`src/pkg/dbpe_defs.vh`:
```
`ifndef DBPE_DEFS_VH
`define DBPE_DEFS_VH

// Lane geometry
`define DBPE_NUM_LANES     8
`define DBPE_LANE_BITS     6
`define DBPE_PIXEL_BITS    24

// Pixel-mode strap codes, from the two level comparators {above_high, above_low}
`define DBPE_STRAP_SINGLE  2'h0
`define DBPE_STRAP_SPLIT   2'h1
`define DBPE_STRAP_DUAL    2'h3

// Running disparity limits and start value, 6-bit two's complement
`define DBPE_RD_MAX        6'h07
`define DBPE_RD_MIN        6'h3A
`define DBPE_RD_RESET      6'h00

// Synchroniser depth for strap pins
`define DBPE_SYNC_STAGES   2

`endif

```
`src/verilog/dbpe_lane_balancer.v`:
```
`timescale 1ns/100ps
`default_nettype none
`include "dbpe_defs.vh"

module dbpe_lane_balancer #(
  parameter WORD_W = `DBPE_LANE_BITS
) (
  input  wire              ref_clk_in,
  input  wire              arst_n_in,
  input  wire [WORD_W-1:0] word_in,
  input  wire              load_in,
  input  wire              active_in,
  input  wire              balance_in,
  input  wire              lane_on_in,
  output reg  [WORD_W:0]   lane_word_out
);

  localparam [31:0]       WORD_W_32 = WORD_W;
  localparam signed [5:0] WORD_W_S  = WORD_W_32[5:0];
  localparam signed [5:0] ONE_S    = 6'h01;

  reg signed [5:0] rd_q;
  reg signed [5:0] rd_d;
  reg signed [5:0] disp;
  reg signed [5:0] sum;
  reg        [3:0] ones;
  reg              inv;
  integer          i;

  ////////////////////////////////////////////////////////////////////////////
  always @*
  begin
    ones = 4'h0;
    for (i = 0; i < WORD_W; i = i + 1)
      ones = ones + {3'h0, word_in[i]};
    disp = $signed({1'b0, ones, 1'b0}) - WORD_W_S;
    if (rd_q > 6'sd0)
      inv = (disp > 6'sd0);
    else if (rd_q == 6'sd0)
      inv = 1'b1;
    else
      inv = (disp <= 6'sd0);
    if (inv)
      sum = rd_q - disp + ONE_S;
    else
      sum = rd_q + disp - ONE_S;
    // Clamp keeps the sum inside what the receiver tracks
    if (sum > $signed(`DBPE_RD_MAX))
      rd_d = `DBPE_RD_MAX;
    else if (sum < $signed(`DBPE_RD_MIN))
      rd_d = `DBPE_RD_MIN;
    else
      rd_d = sum;
  end

  ////////////////////////////////////////////////////////////////////////////
  always @(posedge ref_clk_in or negedge arst_n_in)
  begin
    if (!arst_n_in)
    begin
      rd_q          <= `DBPE_RD_RESET;
      lane_word_out <= {(WORD_W+1){1'b0}};
    end
    else if (load_in)
    begin
      if (!lane_on_in)
        lane_word_out <= {(WORD_W+1){1'b0}};
      else if (balance_in && active_in)
      begin
        rd_q          <= rd_d;
        lane_word_out <= {inv, inv ? ~word_in : word_in};
      end
      else
        lane_word_out <= {1'b0, word_in};
    end
  end

endmodule // dbpe_lane_balancer

`default_nettype wire

```
`src/verilog/dbpe_encoder_top.v`:
```
// How it works
// - In split mode the first pixel of a pair goes to the lower four lanes, the next to the upper four.
// - The split pairing restarts on each active edge of the active-video flag (rising when polarity select is high), so it begins odd.
// - The pixel-mode strap selects dual at supply, single at ground and split at mid level.
// - Single mode switches off the upper four lanes and the second link clock.
// - Dual mode drives both link clocks so two separate receivers can be served.
// - With balance on, every enabled lane carries one flag bit per active-video word.
// - A lane word's disparity is its count of ones minus its count of zeros.
// - The running disparity starts within -6..+7 and saturates at those limits.
// - The running sum adds disparity minus one for a true word, one minus disparity if inverted.
// - The flag bit is 0 for a true word and 1 for an inverted word.
// - Positive running disparity with positive word disparity sends the word inverted.
// - Positive running disparity with zero or negative word disparity sends it true.
// - Zero running disparity sends the word inverted.
`timescale 1ns/100ps
`default_nettype none
`include "dbpe_defs.vh"

module dbpe_encoder_top #(
  parameter NUM_LANES = `DBPE_NUM_LANES,
  parameter LANE_W    = `DBPE_LANE_BITS,
  parameter PIX_W     = `DBPE_PIXEL_BITS
) (
  input  wire                          ref_clk_in,
  input  wire                          arst_n_in,
  input  wire [1:0]                    pixel_mode_strap_in,
  input  wire                          enable_polarity_select_in,
  input  wire                          balance_enable_in,
  input  wire                          active_video_flag_in,
  input  wire [2*PIX_W-1:0]            pixel_data_in,
  output wire [NUM_LANES*(LANE_W+1)-1:0] lane_word_out,
  output reg  [NUM_LANES-1:0]          lane_enable_out,
  output reg                           word_valid_out,
  output reg                           word_active_out,
  output reg                           first_link_clock_out,
  output reg                           second_link_clock_out,
  output reg  [1:0]                    mode_out
);

  localparam HALF = NUM_LANES / 2;

  ////////////////////////////////////////////////////////////////////////////
  // Strap synchronisers; straps are pins, so two flops before any use
  reg [1:0] mode_s1_q;
  reg [1:0] mode_s2_q;
  reg       pol_s1_q;
  reg       pol_s2_q;
  reg       dcb_s1_q;
  reg       dcb_s2_q;

  always @(posedge ref_clk_in or negedge arst_n_in)
  begin
    if (!arst_n_in)
    begin
      mode_s1_q <= `DBPE_STRAP_SINGLE;
      mode_s2_q <= `DBPE_STRAP_SINGLE;
      pol_s1_q  <= 1'b1;
      pol_s2_q  <= 1'b1;
      dcb_s1_q  <= 1'b0;
      dcb_s2_q  <= 1'b0;
    end
    else
    begin
      mode_s1_q <= pixel_mode_strap_in;
      mode_s2_q <= mode_s1_q;
      pol_s1_q  <= enable_polarity_select_in;
      pol_s2_q  <= pol_s1_q;
      dcb_s1_q  <= balance_enable_in;
      dcb_s2_q  <= dcb_s1_q;
    end
  end

  ////////////////////////////////////////////////////////////////////////////
  // Mode decode; the unused comparator code 2'h2 falls back to single
  reg is_dual;
  reg is_split;

  always @*
  begin
    is_dual  = 1'b0;
    is_split = 1'b0;
    case (mode_s2_q)
      `DBPE_STRAP_DUAL:   is_dual  = 1'b1;
      `DBPE_STRAP_SPLIT:  is_split = 1'b1;
      `DBPE_STRAP_SINGLE: is_dual  = 1'b0;
      default:            is_dual  = 1'b0;
    endcase
  end

  // Polarity select high means the flag is active high; split relies on it
  wire act = active_video_flag_in ^ ~pol_s2_q;

  ////////////////////////////////////////////////////////////////////////////
  // Split pairing
  reg             act_prev_q;
  reg             phase_q;
  reg             phase_d;
  reg [PIX_W-1:0] odd_pix_q;
  reg [PIX_W-1:0] odd_pix_d;
  reg             odd_act_q;
  reg             odd_act_d;

  reg               emit;
  reg               emit_act;
  reg [2*PIX_W-1:0] emit_data;

  wire act_rise = act & ~act_prev_q;

  always @*
  begin
    emit      = 1'b1;
    emit_act  = act;
    emit_data = pixel_data_in;
    phase_d   = 1'b0;
    odd_pix_d = odd_pix_q;
    odd_act_d = odd_act_q;
    if (is_split)
    begin
      // An odd pixel still pending at the active-video rise is dropped, as the pairing restarts there
      if (act_rise || !phase_q)
      begin
        emit      = 1'b0;
        phase_d   = 1'b1;
        odd_pix_d = pixel_data_in[PIX_W-1:0];
        odd_act_d = act;
      end
      else
      begin
        emit_act  = odd_act_q;
        emit_data = {pixel_data_in[PIX_W-1:0], odd_pix_q};
      end
    end
    else if (!is_dual)
      emit_data = {{PIX_W{1'b0}}, pixel_data_in[PIX_W-1:0]};
  end

  always @(posedge ref_clk_in or negedge arst_n_in)
  begin
    if (!arst_n_in)
    begin
      act_prev_q <= 1'b0;
      phase_q    <= 1'b0;
      odd_pix_q  <= {PIX_W{1'b0}};
      odd_act_q  <= 1'b0;
    end
    else
    begin
      act_prev_q <= act;
      phase_q    <= phase_d;
      odd_pix_q  <= odd_pix_d;
      odd_act_q  <= odd_act_d;
    end
  end

  ////////////////////////////////////////////////////////////////////////////
  // Per-lane balance coding
  wire upper_on = is_dual | is_split;

  genvar g;
  generate
    for (g = 0; g < NUM_LANES; g = g + 1)
    begin : g_lane
      dbpe_lane_balancer #(
        .WORD_W (LANE_W)
      ) u_lane (
        .ref_clk_in    (ref_clk_in),
        .arst_n_in     (arst_n_in),
        .word_in       (emit_data[g*LANE_W +: LANE_W]),
        .load_in       (emit),
        .active_in     (emit_act),
        .balance_in    (dcb_s2_q),
        .lane_on_in    ((g < HALF) ? 1'b1 : upper_on),
        .lane_word_out (lane_word_out[g*(LANE_W+1) +: LANE_W+1])
      );
    end
  endgenerate

  ////////////////////////////////////////////////////////////////////////////
  // Word strobe, lane enables and link clocks; each clock toggles per word, but single mode holds the second low
  always @(posedge ref_clk_in or negedge arst_n_in)
  begin
    if (!arst_n_in)
    begin
      word_valid_out        <= 1'b0;
      word_active_out       <= 1'b0;
      lane_enable_out       <= {NUM_LANES{1'b0}};
      first_link_clock_out  <= 1'b0;
      second_link_clock_out <= 1'b0;
      mode_out              <= `DBPE_STRAP_SINGLE;
    end
    else
    begin
      word_valid_out  <= emit;
      word_active_out <= emit & emit_act;
      mode_out        <= mode_s2_q;
      lane_enable_out <= {{HALF{upper_on}}, {HALF{1'b1}}};
      if (emit)
        first_link_clock_out <= ~first_link_clock_out;
      // Second clock takes the first one's new phase, so both receivers see one clock
      if (!upper_on)
        second_link_clock_out <= 1'b0;
      else if (emit)
        second_link_clock_out <= ~first_link_clock_out;
    end
  end

endmodule // dbpe_encoder_top

`default_nettype wire

```
`config.mk`:
```
export PLATFORM = sky130hd
export DESIGN_NAME = dbpe_encoder_top
export DESIGN_NICKNAME = d
export VERILOG_FILES = /design/src/verilog/dbpe_lane_balancer.v /design/src/verilog/dbpe_encoder_top.v
export VERILOG_INCLUDE_DIRS = /design/src /design/src/pkg
export SDC_FILE = /design/constraint.sdc
export NUM_CORES = 1
export LEC_CHECK = 0
export ABC_AREA = 1
export ABC_CLOCK_PERIOD_IN_PS = 5950
export BUFFER_PORTS_ARGS = -buffer_cell sky130_fd_sc_hd__buf_4
export CAP_MARGIN = 0
export CORE_MARGIN = 4
export CORE_UTILIZATION = 45
export DETAILED_ROUTE_END_ITERATION = 8
export PLACE_DENSITY = 0.66
export SYNTH_ARGS = -nofsm -noshare
export SYNTH_HDL_FRONTEND = slang
export SYNTH_SLANG_ARGS = --single-unit
```
`constraint.sdc`:
```
create_clock -name ref_clk_in -period 5.95 [get_ports ref_clk_in]
set_clock_uncertainty 0.05 [all_clocks]
set_input_delay 0.595 -clock ref_clk_in [delete_from_list [all_inputs] [get_ports ref_clk_in]]
set_output_delay 0.595 -clock ref_clk_in [all_outputs]
set_load 0.1 [all_outputs]
```
Yosys cells after proc, flatten, opt, wreduce, memory -nomap -nowiden
Index checks and enable logic that the tools add are counted.
- word-level logic and storage cells: 257
- register bits after elaboration: 150
- output and inout port bits: 70
- input port bits: 55
- bitwise gates (word level): 15
- reduce and logical (&&, ||, !) cells: 14
- mux-type cells: 73
- magnitude comparators: 40
- add/sub/neg operators: 80
- eq/ne operators: 3
- operator list (kind ; number):
    $mux W6 ; 32
    $mux W48 ; 3
    $add A4 B1 Y4 ; 32
    $gt A6 B1 Y1 const B ; 16
    $mux W7 ; 12
    $add A6 B2 Y6 const B ; 8
    $add A6 B6 Y6 ; 8
    $gt A6 B4 Y1 const B ; 8
    $le A6 B1 Y1 const B ; 8
    $logic_not A6 Y1 ; 8
    $lt A6 B4 Y1 const B ; 8
    $not A6 Y6 ; 8
    $sub A5 B3 Y6 const B ; 8
    $sub A6 B2 Y6 const B ; 8
    $sub A6 B6 Y6 ; 8
    $mux W1 ; 26
    $add A1 B1 Y2 ; 8
    $reduce_and A2 Y1 ; 2
    $not A1 Y1 ; 3
    $reduce_and A3 Y1 ; 1
    $and A1 B1 Y1 ; 2
    $eq A2 B1 Y1 const B ; 1
    $eq A2 B2 Y1 const B ; 1
    $ne A2 B2 Y1 const B ; 1
    other kinds (5) ; 5

Longest topological paths before layout
- word-level depth: 19
- gate-level depth with buffers: 34
- gate-level depth less buffers: 33

Modules after synthesis
Synthesis repeated with hierarchy kept, for this count alone.
- cell total of the unflattened synthesis: 1875
- area total of the unflattened synthesis: 13575.5 um^2
- modules (own cells, without submodules) (module ; area each (um^2) ; seq. area each (um^2) ; instances ; cells an instance):
    dbpe_lane_balancer (g_lane[3].u_lane ...) ; 1421.4 ; 325.3 ; 4 ; 198
    dbpe_lane_balancer (g_lane[0].u_lane ...) ; 1413.9 ; 325.3 ; 2 ; 198
    dbpe_encoder_top ; 2210.9 ; 1078.5 ; 1 ; 292
    dbpe_lane_balancer (g_lane[1].u_lane) ; 1427.6 ; 325.3 ; 1 ; 197
    dbpe_lane_balancer (g_lane[4].u_lane) ; 1423.9 ; 325.3 ; 1 ; 198

Least setup slack after synthesis
Ideal clock, no wire load.
- kind: input port to flip-flop
- from: input port active_video_flag_in
- to: register g_lane[5].u_lane.rd_q[0]
- stages on the path: 33
- data arrival time: 5.544 ns
- setup slack: 0.291 ns
- library setup time: 0.065 ns
- required time: 5.835 ns
- path buffers: 2
- cells stage by stage: inv_1 > nand2_1 > nand3_2 > nand3_4 > buf_6 > buf_2 > nand3_1 > nand2_1 > ha_1 > inv_1 > fa_1 > fa_1 > inv_1 > fa_1 > ha_1 > inv_1 > ha_1 > ha_1 > inv_1 > ha_1 > a21oi_1 > nand2_1 > nand2_1 > nand2_1 > nand2_1 > nand2_1 > nor3_1 > o21ai_0 > ha_1 > or2_2 > nand2_1 > nand2_1 > nand2_1
- word-level cells in the longest chain between the ends: 18
- elaborated cells on any way between the ends: 30
- those cells by class: add/sub: 10; order compare: 4; mux: 11; bitwise: 2; reduce/logical: 3
- ends and longest elaborated chain (what ; line ; text):
    from (decl) ; dbpe_encoder_top.v:29 ; input wire active_video_flag_in,
    $xor A1 B1 Y1 * ; dbpe_encoder_top.v:91 ; wire act = active_video_flag_in ^ ~pol_s2_q;
    parallel branches: the longest is 17 deep, another holds $sub A5 B3 Y6 ; - ;
    to (signal assigned) ; dbpe_lane_balancer.v:61 ; rd_q <= `DBPE_RD_RESET;
    to (signal assigned) ; dbpe_lane_balancer.v:70 ; rd_q <= rd_d;
    to (decl) ; dbpe_lane_balancer.v:22 ; reg signed [5:0] rd_q;
Every way passes the cells marked *.
A chain may end at the register's enable or synchronous reset.

Worst setup path in the final report
- from: register pol_s2_q
- to: register g_lane[7].u_lane.rd_q[0]
- word-level cells in the longest chain between the ends: 19
- elaborated cells on any way between the ends: 31
- those cells by class: add/sub: 10; order compare: 4; mux: 11; bitwise: 3; reduce/logical: 3
- ends and longest elaborated chain (what ; line ; text):
    from (decl) ; dbpe_encoder_top.v:47 ; reg pol_s2_q;
    from (signal assigned) ; dbpe_encoder_top.v:67 ; pol_s2_q <= pol_s1_q;
    $not A1 Y1 * ; dbpe_encoder_top.v:91 ;
    $xor A1 B1 Y1 * ; dbpe_encoder_top.v:91 ;
    parallel branches: the longest is 17 deep, another holds $sub A5 B3 Y6 ; - ;
    to (signal assigned) ; dbpe_lane_balancer.v:61 ;
    to (signal assigned) ; dbpe_lane_balancer.v:70 ;
    to (decl) ; dbpe_lane_balancer.v:22 ;
Marked as above.

==> flow_summary_export.csv <==
group,metric,value,unit
status,status,"finished clean",
setup_path,cp_slowest_cell,"dfstp_2",
cells_and_area,ff_latch_area,3680,µm²
drt,routedWlPerCell,14.5,µm
cells_and_area,drive_above_1_share,0.169,
cells_and_area,multi_input_area,8650,µm²
logic_synthesis,post_synth_main_area_contributors,"dfrtp_1, nand2_1, ha_1, nand3_1, inv_1",
drt,drt_pass1_iterations,6,
sta,slew_headroom,0.286,
sta,period_share,0.967,
logic_synthesis,synth_edf_count,0,
global_route,grt_use_total,0.218,
cts,clk_pin_slew,0.07,ns
drt,postRouteAntennaNets,0,
cts,numCtsBuffers,17,
floorplanning,initial_core_util,0.455,
floorplanning,fp-row-count,63,
setup_path,end_kind,"flip-flop",
sta,final_hold_viol_count,0,
logic_synthesis,syn_area,13400,µm²
cells_and_area,area_growth,20.1,%
logic_synthesis,async_flop_share,1.00,
logic_synthesis,ys_ff_latch,147,
logic_synthesis,synth_top_area_cell,"dfrtp_1",
placed_design,dp_slack,-0.225,ns
logic_synthesis,synth_common_cells,"nand2_1, inv_1, nand3_1, ha_1, dfrtp_1",
sta,fmax,174,MHz
cells_and_area,nNetsFinal,2364,
logic_synthesis,synth_top_area_share,0.270,
logic_synthesis,synth-main-ff-cell,"dfrtp_1",
hold_path,holdCritPathClass,"in -> async",
placed_design,dp_hpwl,27400,µm
sta,final_max_slew_viol_count,0,
floorplanning,die_height,181,µm
drt,wl,36300,µm
placed_design,portBuffers,124,
setup_path,crit_required,6.28,ns
logic_synthesis,syn_inst,1967,
logic_synthesis,yosysSeqAreaShare,0.274,
cts,clkSinkCount,147,
setup_path,crit_arrival,6.08,ns
drt,vias_per_cell,5.07,
sta,rsz0062_at_grt,"yes",
sta,fin_crit,5.75,ns
global_route,antenna_found_initial,2,
logic_synthesis,synth.most_common_cell,"nand2_1",
setup_path,critPathMaxStageDelay,0.54,ns
cts,cts_tree,"built",
drt,drtIter0Drc,1045,
floorplanning,io_pins,125,
sta,setup_violations,0,
sta,fin_tns_setup,0,ns
floorplanning,die_w,181,µm
global_route,grt_max_degree,110,
logic_synthesis,synth_nets,2222,
global_route,grt_pass1_wl,59200,µm
setup_path,cp_max_fo,7,
setup_path,worstSetupPathType,"reg -> reg",
logic_synthesis,yosysWarnings,0,
drt,drt_drc_violations_left,0,
cts,clk_latency,0.43,ns
setup_path,cp-startpoint,"pol_s2_q",
global_route,grt_pass1_vias,12300,
global_route,overflow,0,
placed_design,place.gp.congestion,0.913,
cells_and_area,filler_cell_count,2877,
setup_path,startpoint_type,"flip-flop",
floorplanning,coreArea,29600,µm²
drt,vias,12700,
setup_path,cp_common_cell,"nand2_1",
cells_and_area,n_antenna_cell,0,
sta,hold_slack,0.203,ns
floorplanning,dieArea,32700,µm²
sta,setup_slack,0.198,ns
cts,clockBufferDepth,2,
cts,cts-root-buf,"clkbuf_16",
logic_synthesis,yosysUniqueCellTypes,37,
sta,worst_pin_slew,1.07,ns
cts,cts_htree_levels,4,
logic_synthesis,syn_avg_cell_area,6.84,µm²
setup_path,r2r_start,"pol_s2_q",
flow_run,cap_viol_max_count,0,
==> layout make-up <==
class / count / share of cell area
multi-input combinational: 1432 / 0.536
sequential: 147 / 0.228
timing repair buffer: 180 / 0.0897
inverter: 331 / 0.0774
tap: 390 / 0.0302
clock buffer: 19 / 0.0281
clock inverter: 13 / 0.0107
==> worst max-delay path, delay by kind of cell, from the launching register on <==
kind            cells  cell delay [ns]
compound gates      2             0.29
simple gates       15             1.34
flops               1             0.54
buf+inv             7             0.73
fa+ha+maj           9             2.73
==> logic make-up (layout without fill, tap and decap cells) <==
family | count (synthesis) | after routing | synth area share
other cells | 1 | 1 | 0.000279
xor+xnor | 16 | 16 | 0.0104
flops | 147 | 147 | 0.274
buf+inv | 388 | 543 | 0.119
compound gates | 84 | 84 | 0.0332
fa+ha+maj | 200 | 200 | 0.208
simple gates | 1131 | 1131 | 0.355
==> placed cells by master, fill, tap and decap left out, drive strengths merged <==
cell type,synthesis,final
nand3b,1,1
buf,52,178
nor2,69,69
inv,331,333
nand4,9,9
nand3,265,265
or2,4,4
a21oi,24,24
bufinv,0,3
nor3,6,6
nand2,777,777
conb,1,1
ha,160,160
dfstp,2,2
fa,40,40
clkbuf,5,21
dfrtp,145,145
a31oi,2,2
o211ai,2,2
xnor2,16,16
clkinv,0,4
o21ai,56,56
clkinvlp,0,4
==> timing repair <==
action,in CTS,in global routing
buffers inserted,3,14
endpoints found under the hold margin,0,0
setup endpoints to repair,1,38
gates resized for setup,0,136
hold buffers,0,0
gates cloned,0,2
pin swaps,1,36
==> metrics by stage <==
| stage | area [µm²] | utilization | instances |
|---|---|---|---|
| 6_report | 16100 | 0.546 | 2512 |
| 5_1_grt | 16100 | 0.546 | 2512 |
| 3_5_place_dp | 14800 | 0.501 | 2461 |
| 3_3_place_gp | 14800 | 0.501 | 2461 |
| 4_1_cts | 15500 | 0.523 | 2496 |
| 2_1_floorplan | 13400 | - | 1967 |
==> worst paths after layout <==
path	to	slack, ns	cells after the start
max in group asynchronous	g_lane[1].u_lane.lane_word_out[1]	4.42	2
min in group ref_clk_in	dcb_s1_q	0.22	1
max reg2reg	g_lane[7].u_lane.rd_q[0]	0.20	33
min reg2reg	dcb_s2_q	0.30	0
max	g_lane[7].u_lane.rd_q[0]	0.20	33
min	lane_enable_out[3]	0.20	1
==> per-layer routing <==
layer | track usage | share of wire | up-vias
met1 | 0.292 | 0.45 | 5945
met3 | 0.0344 | 0.046 | 60
met4 | 0.0653 | 0.025 | 4
met2 | 0.365 | 0.48 | 357
met5 | 0 | 0.00094 | -
li1 | - | - | 6365
==> sequential cells by signal (all words and copies together) (netlist names) <==
name                         flops
second_link_clock_out            1
pol_s2_q                         1
g_lane.u_lane.rd_q              48
word_valid_out                   1
first_link_clock_out             1
lane_enable_out                  2
mode_s2_q                        2
mode_s1_q                        2
word_active_out                  1
phase_q                          1
mode_out                         2
g_lane.u_lane.lane_word_out     56
dcb_s1_q                         1
odd_pix_q                       24
odd_act_q                        1
dcb_s2_q                         1
pol_s1_q                         1
act_prev_q                       1
Power is left out: the tool's default activity adds up to more than one toggle a clock period on the data nets, which glitch-free logic cannot reach.
